==> src/rtl/sptr_pkg.sv <==
// Operation
// - the pointer word is built from the two pointer bytes with the first byte as the upper half.
// - the low ten bits of the pointer word give the offset of the envelope start.
// - offset zero is the envelope byte right after the third pointer byte.
// - an offset above 782 is invalid and never used as a location.
// - pointer bytes are read only while frame alignment is held.
// - offsets number 87 envelope bytes per row from the row of H3, wrapping so 522 to 608 sit in row zero.
// - the envelope floats and may start in one frame and end in the next.
// - a slip buffer bridges two nearby line rates, so pointers may move by justification.
// - a positive justification puts a dummy byte after H3 and inverts the increment bits.
// - the frame after a positive justification carries the pointer plus one, increment bits normal.
// - a negative justification carries payload in H3 and inverts the decrement bits.
// - the frame after a negative justification carries the pointer minus one, decrement bits normal.
package sptr_pkg;
  // ----------------------------------------
  // frame geometry
  // ----------------------------------------
  localparam int unsigned ROWS_PER_FRAME = 9;
  localparam int unsigned COLS_PER_ROW   = 90;
  localparam int unsigned TOH_COLS       = 3;
  localparam int unsigned ENV_PER_ROW    = 87;
  localparam int unsigned PTR_ROW        = 3;
  localparam logic [9:0]  PTR_MAX        = 10'h30E;
  localparam logic [9:0]  PTR_RESET      = 10'h000;
  // ----------------------------------------
  // pointer word fields
  // ----------------------------------------
  localparam int unsigned PTR_LSB = 0;
  localparam int unsigned PTR_MSB = 9;
  localparam logic [9:0]  I_MASK  = 10'h2AA;
  localparam logic [9:0]  D_MASK  = 10'h155;

  typedef struct packed {
    logic       valid;
    logic       frame_start;
    logic [7:0] data;
  } sptr_byte_s;

  typedef struct packed {
    logic       valid;
    logic       j1;
    logic       stuff;
    logic [7:0] data;
  } sptr_out_s;
endpackage

==> src/rtl/sptr_sync.sv <==
`timescale 1ns/1ps
// ----------------------------------------
// two-stage synchroniser for pin inputs
// ----------------------------------------
module sptr_sync #(
  parameter int unsigned W = 1
) (
  input  wire logic         core_clk,
  input  wire logic         srst,
  input  wire logic [W-1:0] din,
  output logic      [W-1:0] dout
);
  logic [W-1:0] s1_r;
  logic [W-1:0] s2_r;

  always_ff @(posedge core_clk)
  begin
    if (srst)
    begin
      s1_r <= '0;
      s2_r <= '0;
    end
    else
    begin
      s1_r <= din;
      s2_r <= s1_r;
    end
  end

  assign dout = s2_r;
endmodule // sptr_sync

==> src/rtl/sptr_locator.sv <==
`timescale 1ns/1ps
module sptr_locator (
  input  wire logic               core_clk,
  input  wire logic               srst,
  input  wire logic               frame_lock,
  input  sptr_pkg::sptr_byte_s    in_byte,
  output sptr_pkg::sptr_out_s     out_byte,
  output logic [9:0]              ptr_value,
  output logic                    ptr_invalid,
  output logic                    inc_pulse,
  output logic                    dec_pulse
);
  // ----------------------------------------
  // input synchronisation
  // ----------------------------------------
  logic                 lock_s;
  sptr_pkg::sptr_byte_s ib;

  sptr_sync #(.W(1)) u_lock_sync (
    .core_clk (core_clk),
    .srst     (srst),
    .din      (frame_lock),
    .dout     (lock_s)
  );

  sptr_sync #(.W(10)) u_byte_sync (
    .core_clk (core_clk),
    .srst     (srst),
    .din      (in_byte),
    .dout     (ib)
  );

  // ----------------------------------------
  // frame position and pointer state
  // ----------------------------------------
  logic [3:0] row_r,     row_nxt;
  logic [6:0] col_r,     col_nxt;
  logic [7:0] h1_r,      h1_nxt;
  logic [9:0] ptr_r,     ptr_nxt;
  logic [9:0] env_r,     env_nxt;
  logic       inv_r,     inv_nxt;
  logic       inc_r,     inc_nxt;
  logic       dec_r,     dec_nxt;
  logic       pinc_r,    pinc_nxt;
  logic       pdec_r,    pdec_nxt;
  sptr_pkg::sptr_out_s ob_r, ob_nxt;

  // ----------------------------------------
  // position and pointer decode
  // ----------------------------------------
  logic [15:0] word;
  logic [9:0]  offs;
  logic [9:0]  dif;
  logic        in_ptr_row;
  logic        env_col;
  logic        is_h3;
  logic        after_h3;

  always_comb
  begin
    word       = {h1_r, ib.data};
    offs       = word[sptr_pkg::PTR_MSB:sptr_pkg::PTR_LSB];
    // bits that differ from the held pointer, tested against the I and D masks
    dif        = offs ^ ptr_r;
    in_ptr_row = (row_r == 4'(sptr_pkg::PTR_ROW));
    env_col    = (col_r >= 7'(sptr_pkg::TOH_COLS));
    is_h3      = in_ptr_row && (col_r == 7'(sptr_pkg::TOH_COLS - 1));
    after_h3   = in_ptr_row && (col_r == 7'(sptr_pkg::TOH_COLS));
  end

  // ----------------------------------------
  // next state
  // ----------------------------------------
  always_comb
  begin
    row_nxt  = row_r;
    col_nxt  = col_r;
    h1_nxt   = h1_r;
    ptr_nxt  = ptr_r;
    env_nxt  = env_r;
    inv_nxt  = inv_r;
    inc_nxt  = 1'b0;
    dec_nxt  = 1'b0;
    pinc_nxt = pinc_r;
    pdec_nxt = pdec_r;
    ob_nxt   = '0;

    if (!lock_s)
    begin
      // counters parked until alignment returns; the held pointer survives
      row_nxt  = '0;
      col_nxt  = '0;
      pinc_nxt = 1'b0;
      pdec_nxt = 1'b0;
    end
    else if (ib.valid)
    begin
      // row and column of the next byte to leave the synchroniser
      if (ib.frame_start)
      begin
        row_nxt = 4'h0;
        col_nxt = 7'h01;
      end
      else if (col_r == 7'(sptr_pkg::COLS_PER_ROW - 1))
      begin
        col_nxt = 7'h00;
        row_nxt = (row_r == 4'(sptr_pkg::ROWS_PER_FRAME - 1)) ? 4'h0 : row_r + 4'h1;
      end
      else
      begin
        col_nxt = col_r + 7'h01;
      end

      // envelope offset counter, wraps to zero at the end of row two
      // the byte right after H3 takes offset zero
      if (is_h3)
      begin
        env_nxt = 10'h000;
      end
      else if (env_col && !ib.frame_start)
      begin
        env_nxt = (env_r == sptr_pkg::PTR_MAX) ? 10'h000 : env_r + 10'h001;
      end

      // first pointer byte held until the second one arrives
      if (in_ptr_row && col_r == 7'h00)
      begin
        h1_nxt = ib.data;
      end

      if (in_ptr_row && col_r == 7'h01)
      begin
        // pointer carried as just-adjusted value next frame
        // every I or D bit must be inverted against the held pointer; none is
        // honoured while that pointer is marked invalid
        pinc_nxt = 1'b0;
        pdec_nxt = 1'b0;
        if (!inv_r && (dif & sptr_pkg::I_MASK) == sptr_pkg::I_MASK && dif[0] == 1'b0)
        begin
          inc_nxt  = 1'b1;
          pinc_nxt = 1'b1;
          ptr_nxt  = (ptr_r == sptr_pkg::PTR_MAX) ? 10'h000 : ptr_r + 10'h001;
        end
        else if (!inv_r && (dif & sptr_pkg::D_MASK) == sptr_pkg::D_MASK && dif[1] == 1'b0)
        begin
          dec_nxt  = 1'b1;
          pdec_nxt = 1'b1;
          ptr_nxt  = (ptr_r == 10'h000) ? sptr_pkg::PTR_MAX : ptr_r - 10'h001;
        end
        else if (offs > sptr_pkg::PTR_MAX)
        begin
          inv_nxt = 1'b1;
        end
        else
        begin
          ptr_nxt = offs;
          inv_nxt = 1'b0;
        end
      end

      // output stream, marking J1 and justification bytes
      // on a negative justification the H3 byte carries payload and is passed on
      ob_nxt.valid = env_col || (is_h3 && pdec_r);
      ob_nxt.data  = ib.data;
      ob_nxt.stuff = after_h3 && pinc_r;
      if (is_h3 && pdec_r)
      begin
        ob_nxt.j1 = (ptr_r == sptr_pkg::PTR_MAX);
      end
      else if (env_col && !(after_h3 && pinc_r))
      begin
        ob_nxt.j1 = (env_r == ptr_r) && !(pdec_r && after_h3 && ptr_r == 10'h000);
      end
    end
  end

  // ----------------------------------------
  // state registers
  // ----------------------------------------
  always_ff @(posedge core_clk)
  begin
    if (srst)
    begin
      row_r  <= '0;
      col_r  <= '0;
      h1_r   <= '0;
      ptr_r  <= sptr_pkg::PTR_RESET;
      env_r  <= '0;
      inv_r  <= 1'b0;
      inc_r  <= 1'b0;
      dec_r  <= 1'b0;
      pinc_r <= 1'b0;
      pdec_r <= 1'b0;
      ob_r   <= '0;
    end
    else
    begin
      row_r  <= row_nxt;
      col_r  <= col_nxt;
      h1_r   <= h1_nxt;
      ptr_r  <= ptr_nxt;
      env_r  <= env_nxt;
      inv_r  <= inv_nxt;
      inc_r  <= inc_nxt;
      dec_r  <= dec_nxt;
      pinc_r <= pinc_nxt;
      pdec_r <= pdec_nxt;
      ob_r   <= ob_nxt;
    end
  end

  // ----------------------------------------
  // outputs
  // ----------------------------------------
  assign out_byte    = ob_r;
  assign ptr_value   = ptr_r;
  assign ptr_invalid = inv_r;
  assign inc_pulse   = inc_r;
  assign dec_pulse   = dec_r;
endmodule // sptr_locator

==> config.mk <==
export PLATFORM = sky130hd
export DESIGN_NAME = sptr_locator
export DESIGN_NICKNAME = d
export VERILOG_FILES = /design/src/rtl/sptr_pkg.sv /design/src/rtl/sptr_sync.sv /design/src/rtl/sptr_locator.sv
export SDC_FILE = /design/constraint.sdc
export NUM_CORES = 1
export LEC_CHECK = 0
export BUFFER_PORTS_ARGS = -buffer_cell sky130_fd_sc_hd__buf_2
export CAP_MARGIN = 20
export CORE_MARGIN = 2
export CORE_UTILIZATION = 53
export DETAILED_ROUTE_END_ITERATION = 10
export PLACE_DENSITY = 0.76
export SYNTH_ARGS = -nofsm -noshare
export SYNTH_HDL_FRONTEND = slang
export SYNTH_SLANG_ARGS = --single-unit
export TNS_END_PERCENT = 20
==> constraint.sdc <==
create_clock -name core_clk -period 2.16 [get_ports core_clk]
set_clock_uncertainty 0.2 [all_clocks]
set_input_delay 0.108 -clock core_clk [delete_from_list [all_inputs] [get_ports core_clk]]
set_output_delay 0.108 -clock core_clk [all_outputs]
set_load 0.005 [all_outputs]
Yosys cells after proc, flatten, opt, wreduce, memory -nomap -nowiden
Index checks and enable logic that the tools add are counted.
{"block": "op_classes", "reduce_logical": 33, "eq_ne": 12, "order_cmp": 2, "addsub": 5, "n_bitwise": 8, "mux": 19}
{"cell": "$mux W10", "count": 8}
{"cell": "$add A10 B1 Y10 const B", "count": 2}
{"cell": "$eq A10 B10 Y1 const B", "count": 2}
{"cell": "$logic_and A1 B1 Y1", "count": 15}
{"cell": "$eq A7 B2 Y1 const B", "count": 2}
{"cell": "$mux W7", "count": 2}
{"cell": "$mux W4", "count": 3}
{"cell": "$eq A10 B10 Y1", "count": 1}
{"cell": "$eq A5 B5 Y1 const B", "count": 2}
{"cell": "$gt A10 B10 Y1 const B", "count": 1}
{"cell": "$logic_not A10 Y1", "count": 1}
{"cell": "$sub A10 B1 Y10 const B", "count": 1}
{"cell": "$xor A10 B10 Y10", "count": 1}
{"cell": "$add A7 B1 Y7 const B", "count": 1}
{"cell": "$eq A7 B1 Y1 const B", "count": 1}
{"cell": "$eq A7 B7 Y1 const B", "count": 1}
{"cell": "$ge A7 B2 Y1 const B", "count": 1}
{"cell": "$logic_not A7 Y1", "count": 1}
{"cell": "$not A1 Y1", "count": 7}
{"cell": "$mux W1", "count": 6}
{"cell": "$reduce_and A3 Y1", "count": 2}
{"cell": "$reduce_and A5 Y1", "count": 1}
{"cell": "$add A4 B1 Y4 const B", "count": 1}
{"cell": "$eq A4 B2 Y1 const B", "count": 1}
{"cell": "10 further kinds", "count": 15}
{"block": "totals", "reg_bits": 71, "in_bits": 13, "wordCells": 97, "output_inout_bits": 24}

Longest topological paths before layout
Gate-level depths: netlist of run 1.
{"block": "depth", "ltp_word": 8, "depth_mapped": 9, "ltp_nobuf": 8}

By module
A second synthesis of run 1 with hierarchy kept.
{"block": "hier_totals", "hier_cells": 402, "hier_area_um2": 3691.0}
{"mod": "sptr_locator", "n_inst": 1, "seq_area_each_um2": 980.9, "cells_each": 356, "area_each_um2": 3020.4}
{"mod": "sptr_sync at u_byte_sync", "n_inst": 1, "seq_area_each_um2": 400.4, "cells_each": 42, "area_each_um2": 618.1}
{"mod": "sptr_sync at u_lock_sync", "n_inst": 1, "seq_area_each_um2": 40.0, "cells_each": 4, "area_each_um2": 52.6}

Worst setup path after synthesis of run 1
No wires, ideal clock.
{"block": "synth_path", "path_kind": "register to register", "from": "reg ptr_r[0], in the netlist ptr_value[0]", "to": "reg ob_r (netlist bit out_byte[9])", "path_buffers": 1, "arrival_ns": 1.930, "path_stages_with_launch": 10, "setup_time_ns": 0.116, "path_slack_ns": -0.087, "required_time_ns": 1.844, "period_less_slack_ns": 2.247, "path_cell_list": "dfxtp_1 -> buf_2 -> inv_1 -> ha_1 -> or3b_2 -> nor4_4 -> a21oi_1 -> o21ai_1 -> a21oi_1 -> a41o_1"}
{"block": "synth_via", "elab_chain_cells": 6, "word_cells_on_any_way": 8, "classes_between": "eq/ne: 2; mux: 2; reduce/logical: 4"}
{"element": "from (decl)", "line_no": "sptr_locator.sv:39", "rtl": "logic [9:0] ptr_r, ptr_nxt;"}
{"element": "from (signal assigned)", "line_no": "sptr_locator.sv:187", "rtl": "ptr_r <= sptr_pkg::PTR_RESET;"}
{"element": "from (signal assigned)", "line_no": "sptr_locator.sv:201", "rtl": "ptr_r <= ptr_nxt;"}
{"element": "$logic_not A10 Y1", "line_no": "sptr_locator.sv:172", "rtl": "ob_nxt.j1 = (env_r == ptr_r) && !(pdec_r && after_h3 && ptr_r == 10'h000);"}
{"element": "$logic_and A1 B1 Y1", "line_no": "sptr_locator.sv:172"}
{"element": "$logic_not A1 Y1", "line_no": "sptr_locator.sv:172"}
{"element": "$logic_and A1 B1 Y1", "line_no": "sptr_locator.sv:172"}
{"element": "$mux W1", "line_no": "sptr_locator.sv:170", "rtl": "else if (env_col && !(after_h3 && pinc_r))"}
{"element": "$mux W1 (*)", "line_no": "sptr_locator.sv:166", "rtl": "if (is_h3 && pdec_r)"}
{"element": "to (signal assigned)", "line_no": "sptr_locator.sv:208", "rtl": "ob_r <= ob_nxt;"}
{"element": "to (decl)", "line_no": "sptr_locator.sv:46", "rtl": "sptr_pkg::sptr_out_s ob_r, ob_nxt;"}
Mark *: on every way between the ends. The rest lies on a longest branch, timed or not.
A chain may end at the register's enable or synchronous reset.

Worst setup path in the final report of run 1
{"block": "layout_path", "from": "reg ptr_r[6], in the netlist ptr_value[6]", "to": "reg ob_r (netlist bit out_byte[9])"}
Same word-level chain as after synthesis.

==> results of run 1 <==
-- cells by family (layout without fill, tap and decap cells) --
kind of cell    after synthesis  in the layout
buf+inv                      40            157
flops                        71             71
compound gates               61             61
xor+xnor                     42             42
mux                           3              3
simple gates                158            158
fa+ha+maj                    11             11
-- cell usage in the layout, fill, tap and decap left out, types with 5 or more instances in the layout --
cell | Yosys | final
clkbuf_8 | 0 | 11
o32ai_1 | 6 | 5
ha_1 | 11 | 9
nor3_1 | 11 | 9
dfxtp_1 | 71 | 63
and3_1 | 15 | 15
nor2b_1 | 23 | 23
a21oi_1 | 15 | 14
nand2_1 | 23 | 23
buf_2 | 9 | 36
buf_4 | 3 | 72
o21ai_0 | 9 | 6
xor2_1 | 19 | 18
nand3_1 | 11 | 11
dlygate4sd3_1 | 0 | 12
inv_1 | 18 | 17
nor4_1 | 7 | 5
xnor2_1 | 23 | 23
dfxtp_2 | 0 | 6
nor2_1 | 32 | 29
nand4_1 | 12 | 12
-- final timing paths --
path                                                      from                             end  cells after the start
worst min register to register  u_byte_sync.s1_r[9]$_SDFF_PP0_  u_byte_sync.dout[9]$_SDFF_PP0_                      1
worst max register to register       ptr_value[6]$_SDFFE_PP0P_          out_byte[9]$_SDFF_PP0_                      7
worst min-delay path            u_byte_sync.s1_r[9]$_SDFF_PP0_  u_byte_sync.dout[9]$_SDFF_PP0_                      1
worst max-delay path                 ptr_value[6]$_SDFFE_PP0P_          out_byte[9]$_SDFF_PP0_                      7
-- sequential cells by signal (all words and copies together) (netlist names), 2 cells and up --
name / cells
ptr_value: 10
h1_r: 2
env_r: 10
col_r: 7
u_byte_sync.dout: 10
u_byte_sync.s1_r: 10
out_byte: 11
row_r: 4
-- per-layer routing --
layer	GRT usage (%)	part of all wire, %	vias up
met4	11.7	2.3	0
met1	36.7	43	1509
met5	0	0	-
met3	6.61	6.6	18
met2	44.8	48	152
li1	-	-	1572
-- repair_timing --
item | CTS | global route
gates cloned | 0 | 1
endpoints found under the hold margin | 12 | 0
gates resized for setup | 11 | 24
pin swaps | 5 | 9
buffers inserted | 2 | 2
hold buffers | 12 | 0
endpoints found under the setup margin | 20 | 25
-- stage by stage --
step / cell area (um2) / std cells
global placement: 4220 / 547
floorplan: 3540 / 386
finish: 4710 / 580
CTS: 4600 / 577
detailed placement: 4220 / 547
global route: 4710 / 580
-- power breakdown --
part	switching [mW]	leakage, nW	internal (mW)	total [mW]
Sequential	0.0105	0.581	1.32	1.34
Combinational	0.0492	1.34	0.0564	0.106
Clock	0.518	0.107	0.602	1.12
Total	0.578	2.02	1.98	2.56
-- final cells by class --
type / count / area (um2) / share of cell area, %
clock buffer: 12 / 155 / 3.29
clock inverter: 4 / 52.6 / 1.12
inverter: 18 / 67.6 / 1.43
multi-input combinational: 275 / 2020 / 42.9
sequential: 71 / 1440 / 30.5
tap: 77 / 96.3 / 2.04
timing repair buffer: 123 / 883 / 18.7
==> results.sh, run 1 <==
export IMPL_status="finished with violations"
export IMPL_violations="setup timing"
export IMPL_wirelength_mm=9.76
export IMPL_htree_levels=3
export IMPL_tns_ns=-0.00200
export IMPL_synthMuxAreaShare_pct=0.857
export IMPL_crit_chain="or4_4 > nor4_4 > buf_4 > a21oi_1 > o21ai_1 > a21oi_1 > a41o_1"
export IMPL_cap_violations=0
export IMPL_worst_ir_drop_vdd_uv=463
export IMPL_min_path_type="reg2reg"
export IMPL_cp_slowest_cell="or4_4"
export IMPL_syn_cell_area_mm2=0.00351
export IMPL_synth_compound_area_share_pct=12.6
export IMPL_gp_congestion=0.947
export IMPL_port_buffers=36
export IMPL_post_synth_cell_area_avg_um2=9.08
export IMPL_rows=29
export IMPL_grt_usage_pct=28.1
export IMPL_grt_antenna_before_repair=0
export IMPL_period_share_pct=100
export IMPL_cp_top_family="simple AND/OR/NAND/NOR gates"
export IMPL_total_power_mw=2.56
export IMPL_syn_inst=386
export IMPL_cp_arrival_ns=2.20
export IMPL_boundaryPins=37
export IMPL_clk_latency_ns=0.35
export IMPL_cts_buffers=9
export IMPL_period_needed_ns=2.16
export IMPL_hpwl_mm=6.88
export IMPL_synth_cell_types=57
export IMPL_rsz0062_at_grt="true"
export IMPL_initial_utilization_pct=54.9
export IMPL_cp_common_cell="a21oi_1"
export IMPL_wl_per_cell_um=16.8
export IMPL_antenna_left=0
export IMPL_drt_iter0_drc=240
export IMPL_yosys_area_top_type="dfxtp_1"
export IMPL_cpPeakStageDelay_ns=0.55
export IMPL_grt_overflow=0
export IMPL_worst_path_max_fanout=4
export IMPL_cts_tree="built"
export IMPL_required_ns=2.20
export IMPL_post_place_ws_ns=-0.100
export IMPL_yosys_top_cells_area="dfxtp_1 (41%), xnor2_1 (5.7%), xor2_1 (4.7%)"
export IMPL_ys_seq_area_share_pct=40.5
export IMPL_n_antenna_cell=0
export IMPL_clock_sinks=71
export IMPL_synthXorXnorAreaFrac_pct=10.5
export IMPL_timing_critical_path_buf_inv=1
export IMPL_drv_slew=0
export IMPL_synthTopCellsByCount="dfxtp_1 (71), nor2_1 (32), nand2_1 (23), nor2b_1 (23), xnor2_1 (23)"
export IMPL_synth_simple_area_share_pct=26.3
export IMPL_finalSetupViolations=1
export IMPL_grt_pass1_wl_mm=15.8
export IMPL_fin_hold_ws_ns=0.237
export IMPL_slew_headroom_pct=74.5
export IMPL_synth_main_ff_cell="dfxtp_1"
export IMPL_fillers=476
export IMPL_cts_buffer_depth=2
export IMPL_powerDensity_mw_per_mm2=543
export IMPL_synthAdderAreaFrac_pct=3.93
export IMPL_worst_setup_path_type="reg2reg"
export IMPL_start_kind="flop"
export IMPL_clock_tree_root_cell="clkbuf_8"
export IMPL_grt_max_degree=36
export IMPL_ys_warnings_count=0
export IMPL_drive_gt1_share_pct=33.8
export IMPL_post_synth_top_count_cell="dfxtp_1"
export IMPL_end_kind="flop"
export IMPL_drc=0
export IMPL_utilization_pct=73.8
export IMPL_r2r_slack_ns=-0.002
export IMPL_async_flop_share_pct=0
export IMPL_final_net_count=522
export IMPL_mappedNetlistNets=410
export IMPL_dieArea_mm2=0.00728
export IMPL_die_w_um=85.3
export IMPL_core_area_mm2=0.00639
export IMPL_synth_edf_count=0
export IMPL_via_per_inst=5.61
export IMPL_worstMarginPinSlew_ns=0.379
export IMPL_area_growth_pct=34.4
export IMPL_drt_first_pass_iters=5
export IMPL_p_leak_nw=2.02
export IMPL_vias=3251
export IMPL_clock_fmax_mhz=463
export IMPL_first_global_vias=3156
export IMPL_synth_top_area_share_pct=40.5
export IMPL_hold_violations=0
export IMPL_fin_ws_ns=-0.00200
export IMPL_die_h_um=85.3
export IMPL_clk_pin_slew_ns=0.08
export IMPL_yosys_register_bits=71
export IMPL_synth_top_family_by_area="simple AND/OR/NAND/NOR gates"
(Power assumes the default switching activity.)
==> run 2: changes to the inputs <==
--- a/config.mk
+++ b/config.mk
@@ -13,5 +13,6 @@
 export PLACE_DENSITY = 0.76
 export SYNTH_ARGS = -nofsm -noshare
 export SYNTH_HDL_FRONTEND = slang
+export SYNTH_HIERARCHICAL = 1
 export SYNTH_SLANG_ARGS = --single-unit
 export TNS_END_PERCENT = 20
==> results.sh, run 2 <==
export IMPL_largest_reg_flops=11
export IMPL_die_w_um=87.5
export IMPL_synth_simple_area_share_pct=30.2
export IMPL_synth_top_family_by_area="simple AND/OR/NAND/NOR gates"
export IMPL_die_h_um=87.5
export IMPL_cts_tree="built"
export IMPL_synthMuxAreaShare_pct=0.814
export IMPL_port_buffers=36
export IMPL_synth_cell_types=55
export IMPL_final_net_count=528
export IMPL_r2r_start="ptr_value[0]$_SDFFE_PP0P_"
export IMPL_drt_first_pass_iters=7
export IMPL_drive_gt1_share_pct=33.8
export IMPL_clock_tree_root_cell="clkbuf_8"
export IMPL_syn_inst=402
export IMPL_ff2ff_path_depth=7
export IMPL_holdPathStages=3
export IMPL_worst_path_max_fanout=9
export IMPL_clk_latency_ns=0.35
export IMPL_first_global_vias=3223
export IMPL_synth_top_area_share_pct=38.5
export IMPL_min_path_type="in2reg"
export IMPL_post_synth_top_count_cell="dfxtp_1"
export IMPL_yosys_register_bits=71
export IMPL_cp_arrival_ns=2.18
export IMPL_core_area_mm2=0.00676
export IMPL_worst_ir_drop_vdd_uv=378
export IMPL_hpwl_mm=7.26
export IMPL_synth_main_ff_cell="dfxtp_1"
export IMPL_synthAdderAreaFrac_pct=3.73
export IMPL_fillers=512
export IMPL_yosys_area_top_type="dfxtp_1"
export IMPL_antenna_left=0
export IMPL_htree_levels=3
export IMPL_fin_hold_ws_ns=0.136
export IMPL_area_growth_pct=28.7
export IMPL_synth_edf_count=0
export IMPL_clock_sinks=71
export IMPL_period_needed_ns=2.16
export IMPL_dieArea_mm2=0.00765
export IMPL_syn_cell_area_mm2=0.00369
export IMPL_worstMarginPinSlew_ns=0.396
export IMPL_grt_max_degree=22
export IMPL_grt_antenna_before_repair=0
export IMPL_ys_warnings_count=6
export IMPL_total_power_mw=2.55
export IMPL_multiInputGateArea_mm2=0.00215
export IMPL_min_from="srst"
export IMPL_drc=0
export IMPL_vias=3386
export IMPL_r2r_end="ptr_value[2]$_SDFFE_PP0P_"
export IMPL_synthXorXnorAreaFrac_pct=11.2
export IMPL_grt_usage_pct=27.2
export IMPL_rows=30
export IMPL_layout_commonest_cell="dfxtp_1"
export IMPL_via_per_inst=5.75
export IMPL_regArea_mm2=0.00144
export IMPL_slew_headroom_pct=73.6
export IMPL_rsz0062_at_grt="true"
export IMPL_grt_pass1_wl_mm=15.8
export IMPL_wirelength_mm=10.0
export IMPL_finalSetupViolations=0
export IMPL_powerDensity_mw_per_mm2=537
export IMPL_gp_congestion=0.983
export IMPL_p_leak_nw=1.98
export IMPL_n_antenna_cell=0
export IMPL_final_cell_mix="dfxtp_1 (63), buf_4 (59), nor2_1 (50)"
export IMPL_async_flop_share_pct=0
export IMPL_crit_path_start="ptr_value[0]$_SDFFE_PP0P_"
export IMPL_initial_utilization_pct=54.6
export IMPL_wl_per_cell_um=17.1
export IMPL_worst_setup_path_type="reg2reg"
export IMPL_start_kind="flop"
export IMPL_hold_path_endpoint="u_byte_sync/s1_r[7]$_SDFF_PP0_"
export IMPL_drv_slew=0
export IMPL_grt_overflow=0
export IMPL_clk_pin_slew_ns=0.08
export IMPL_cts_buffers=9
export IMPL_end_kind="flop"
export IMPL_post_synth_cell_area_avg_um2=9.18
export IMPL_clock_fmax_mhz=464
export IMPL_period_share_pct=99.8
export IMPL_synthTopCellsByCount="dfxtp_1 (71), nor2_1 (52), xor2_1 (25)"
export IMPL_r2r_slack_ns=0.004
export IMPL_cap_violations=0
export IMPL_required_ns=2.18
export IMPL_ys_seq_area_share_pct=38.5
export IMPL_drt_iter0_drc=257
export IMPL_cts_buffer_depth=2
export IMPL_status="finished clean"
export IMPL_hold_violations=0
export IMPL_yosys_top_cells_area="dfxtp_1 (39%), xor2_1 (5.9%), nor2_1 (5.3%)"
export IMPL_boundaryPins=37
export IMPL_mappedNetlistNets=426
export IMPL_synth_compound_area_share_pct=10.1
==> run 2: cell count changes after synthesis, sizes merged, moves of 5 or more <==
cell	change
nor2	+20
nand2b	+6
o21ai	-5
inv	-8
nand4	+5
xor2	+6
==> run 2: worst max path at each step <==
stage	end	slack [ns]	depth (start not counted)
2_1_floorplan	ptr_value[1]$_SDFFE_PP0P_	-0.003	9
3_3_place_gp	env_r[5]$_SDFFE_PP0P_	0.01	8
3_5_place_dp	env_r[6]$_SDFFE_PP0P_	-0.04	8
4_1_cts	ptr_value[1]$_SDFFE_PP0P_	0.01	7
5_1_grt	env_r[7]$_SDFFE_PP0P_	-0.1	8
6_report	ptr_value[2]$_SDFFE_PP0P_	0.004	7
==> run 2: timing repair <==
action | 4_1_cts | 5_1_grt
endpoints found under the setup margin | 11 | 25
endpoints found under the hold margin | 11 | 0
pin swaps | 2 | 11
hold buffers | 17 | 0
setup buffers | 1 | 2
gates resized for setup | 5 | 21
==> run 2: per-layer routing <==
metal	wire length (um)	track usage (%)
met5	0	0
met4	318	12.3
met3	654	5.69
met2	4640	41.0
met1	4430	37.2
==> run 2: critical path, cell delays in order, from the launching register on <==
cell and delay [ns]:
dfxtp_4 0.39, inv_2 0.10, ha_1 0.15, nand3b_1 0.08, or4_4 0.44, and3_4 0.22
a222oi_1 0.32, a211oi_1 0.13
==> run 2: logic make-up after synthesis <==
group | count (synthesis)
AO/OA/AOI/OAI | 51
XOR/XNOR | 47
adder cells (fa/ha/maj) | 11
buffers and inverters | 32
flip-flops | 71
multiplexers | 3
AND/OR/NAND/NOR | 187
==> run 2: area by class of cell <==
cell class                 instances  share of cell area, %
clock buffer                      10                   2.90
tap                               80                   2.11
multi-input combinational        299                   45.4
clock inverter                     6                   1.42
inverter                          10                  0.790
sequential                        71                   30.3
timing repair buffer             113                   17.1
==> run 2: through the flow <==
stage	instances	TNS (ns)	setup slack [ns]	area [um2]	util, %
floorplan	402	-0.00344	-0.00344	3700	-
global placement	553	0	0.0144	4250	62.9
detailed placement	553	-0.176	-0.0372	4250	62.9
CTS	587	0	0.0104	4650	68.9
global route	589	-0.740	-0.0992	4750	70.3
finish	589	0	0.00383	4750	70.3
==> run 2: power by group <==
part	internal, mW	switching, mW
clock	0.568	0.527
combinational	0.0672	0.0531
sequential	1.32	0.0134
==> run 3: changes to the inputs <==
--- a/config.mk
+++ b/config.mk
@@ -8,9 +8,8 @@
 export BUFFER_PORTS_ARGS = -buffer_cell sky130_fd_sc_hd__buf_2
 export CAP_MARGIN = 20
 export CORE_MARGIN = 2
-export CORE_UTILIZATION = 53
+export CORE_UTILIZATION = 40
 export DETAILED_ROUTE_END_ITERATION = 10
-export PLACE_DENSITY = 0.76
 export SYNTH_ARGS = -nofsm -noshare
 export SYNTH_HDL_FRONTEND = slang
 export SYNTH_HIERARCHICAL = 1
==> results.sh, run 3 (synthesis results as in run 2) <==
export IMPL_grt_max_degree=22
export IMPL_p_leak_nw=2.00
export IMPL_postPlaceCellArea_mm2=0.00428
export IMPL_r2r_end="ptr_value[2]$_SDFFE_PP0P_"
export IMPL_hold_path_endpoint="u_byte_sync/dout[4]$_SDFF_PP0_"
export IMPL_fin_ws_ns=0.0319
export IMPL_gp_congestion=1.01
export IMPL_ff2ff_path_depth=7
export IMPL_port_buffers=36
export IMPL_r2r_start="ptr_value[9]$_SDFFE_PP0P_"
export IMPL_vias=3268
export IMPL_boundaryPins=37
export IMPL_clk_latency_ns=0.36
export IMPL_period_needed_ns=2.13
export IMPL_required_ns=2.19
export IMPL_initial_utilization_pct=40.5
export IMPL_die_h_um=100
export IMPL_rsz0062_at_grt="true"
export IMPL_drc=0
export IMPL_clock_fmax_mhz=470
export IMPL_first_global_vias=3115
export IMPL_powerDensity_mw_per_mm2=561
export IMPL_antenna_left=0
export IMPL_fillers=839
export IMPL_start_kind="flop"
export IMPL_grt_antenna_before_repair=0
export IMPL_die_w_um=100
export IMPL_cts_buffers=9
export IMPL_status="finished clean"
export IMPL_final_area_mm2=0.00482
export IMPL_crit_chain="xnor2_1 > nor4_4 > and2_1 > nor2_2 > buf_4 > a222oi_1 > a211oi_1"
export IMPL_r2r_slack_ns=0.03
export IMPL_min_path_type="reg2reg"
export IMPL_cpPeakStageDelay_ns=0.45
export IMPL_dieArea_mm2=0.0100
export IMPL_clk_pin_slew_ns=0.08
export IMPL_rows=35
export IMPL_min_from="u_byte_sync/s1_r[4]$_SDFF_PP0_"
export IMPL_tns_ns=0
export IMPL_cts_tree="built"
export IMPL_area_growth_pct=30.6
export IMPL_cap_violations=0
export IMPL_crit_path_start="ptr_value[9]$_SDFFE_PP0P_"
export IMPL_clock_sinks=71
export IMPL_via_per_inst=5.25
export IMPL_grt_usage_pct=20.5
export IMPL_cp_top_family="simple AND/OR/NAND/NOR gates"
export IMPL_final_net_count=530
export IMPL_n_antenna_cell=0
export IMPL_worst_path_stages=7
export IMPL_grt_overflow=0
export IMPL_drive_gt1_share_pct=32.5
export IMPL_finalSetupViolations=0
export IMPL_worst_setup_path_type="reg2reg"
export IMPL_slew_headroom_pct=68.5
export IMPL_hold_violations=0
export IMPL_layout_commonest_cell="dfxtp_1"
export IMPL_drt_iter0_drc=237
export IMPL_holdPathStages=1
export IMPL_period_share_pct=98.5
export IMPL_drt_first_pass_iters=5
export IMPL_worst_path_max_fanout=5
export IMPL_drv_slew=0
export IMPL_end_kind="flop"
export IMPL_final_cell_mix="dfxtp_1 (64), buf_4 (55), nor2_1 (49)"
export IMPL_largest_reg_flops=11
export IMPL_clock_tree_root_cell="clkbuf_8"
export IMPL_cp_slowest_cell="dfxtp_1"
export IMPL_grt_pass1_wl_mm=15.7
export IMPL_hpwl_mm=7.20
export IMPL_htree_levels=3
export IMPL_core_area_mm2=0.00911
export IMPL_total_power_mw=2.70
export IMPL_cp_arrival_ns=2.16
export IMPL_worst_ir_drop_vdd_uv=422
export IMPL_post_place_ws_ns=0.0185
export IMPL_wirelength_mm=9.81
export IMPL_timing_critical_path_buf_inv=1
export IMPL_worstMarginPinSlew_ns=0.472
export IMPL_wl_per_cell_um=15.8
export IMPL_cts_buffer_depth=2
[run 3: changes by cell type in the layout (fill, tap and decap cells not counted), moves of 2 or more]
cell / change
clkinvlp_4: -2
nor2_2: +2
o21ai_1: +2
buf_4: -4
dlygate4sd3_1: +4
dfxtp_4: -2
[run 3: stage by stage]
step	util, %	hold WS [ns]	cells
finish	52.9	0.240	622
global route	52.9	0.264	622
CTS	51.9	0.245	618
detailed placement	47.0	0.120	581
global placement	47.0	0.119	581
floorplan	-	-0.0204	402
[run 3: worst register-to-register path: stages, from the launching register on]
cell      delay (ns)
dfxtp_1         0.45
xnor2_1         0.15
nor4_4          0.33
and2_1          0.21
nor2_2          0.05
buf_4           0.15
a222oi_1        0.35
a211oi_1        0.12
[run 3: repair_timing]
item / 4_1_cts / 5_1_grt
cloned: 0 / 0
endpoints found under the setup margin: 4 / 22
resized for setup: 2 / 19
endpoints found under the hold margin: 13 / 0
hold buffers: 21 / 0
pin swaps: 2 / 10
buffers inserted: 0 / 4
[run 3: metal layers]
| layer | vias to the layer above | part of all wire (%) | track usage (%) |
|---|---|---|---|
| li1 | 1610 | - | - |
| met1 | 1532 | 46 | 26.5 |
| met2 | 107 | 46 | 31.8 |
| met3 | 19 | 5.9 | 5.71 |
| met4 | 0 | 2.6 | 9.59 |
| met5 | - | 0 | 0 |
[run 3: layout make-up]
| type | count | area [um2] | share of cell area (%) |
|---|---|---|---|
| clock inverters | 6 | 91.3 | 1.90 |
| flip-flops and latches | 71 | 1430 | 29.7 |
| well taps | 111 | 139 | 2.88 |
| multi-input cells | 299 | 2130 | 44.2 |
| repair buffers | 115 | 848 | 17.6 |
| clock buffers | 10 | 138 | 2.86 |
| inverters | 10 | 40.0 | 0.831 |
[run 3: worst max path at each step]
stage | slack (ns) | endpoint
2_1_floorplan | -0.003 | ptr_value[1]$_SDFFE_PP0P_
3_3_place_gp | 0.02 | ptr_value[1]$_SDFFE_PP0P_
3_5_place_dp | 0.02 | ptr_value[1]$_SDFFE_PP0P_
4_1_cts | 0.002 | ptr_value[1]$_SDFFE_PP0P_
5_1_grt | -0.06 | ptr_value[2]$_SDFFE_PP0P_
6_report | 0.03 | ptr_value[2]$_SDFFE_PP0P_
[run 3: where the power goes]
part | internal (mW) | total, mW | switching, mW
sequential | 1.33 | 1.34 | 0.0137
combinational | 0.0765 | 0.131 | 0.0543
clock | 0.688 | 1.23 | 0.546
total | 2.09 | 2.70 | 0.614
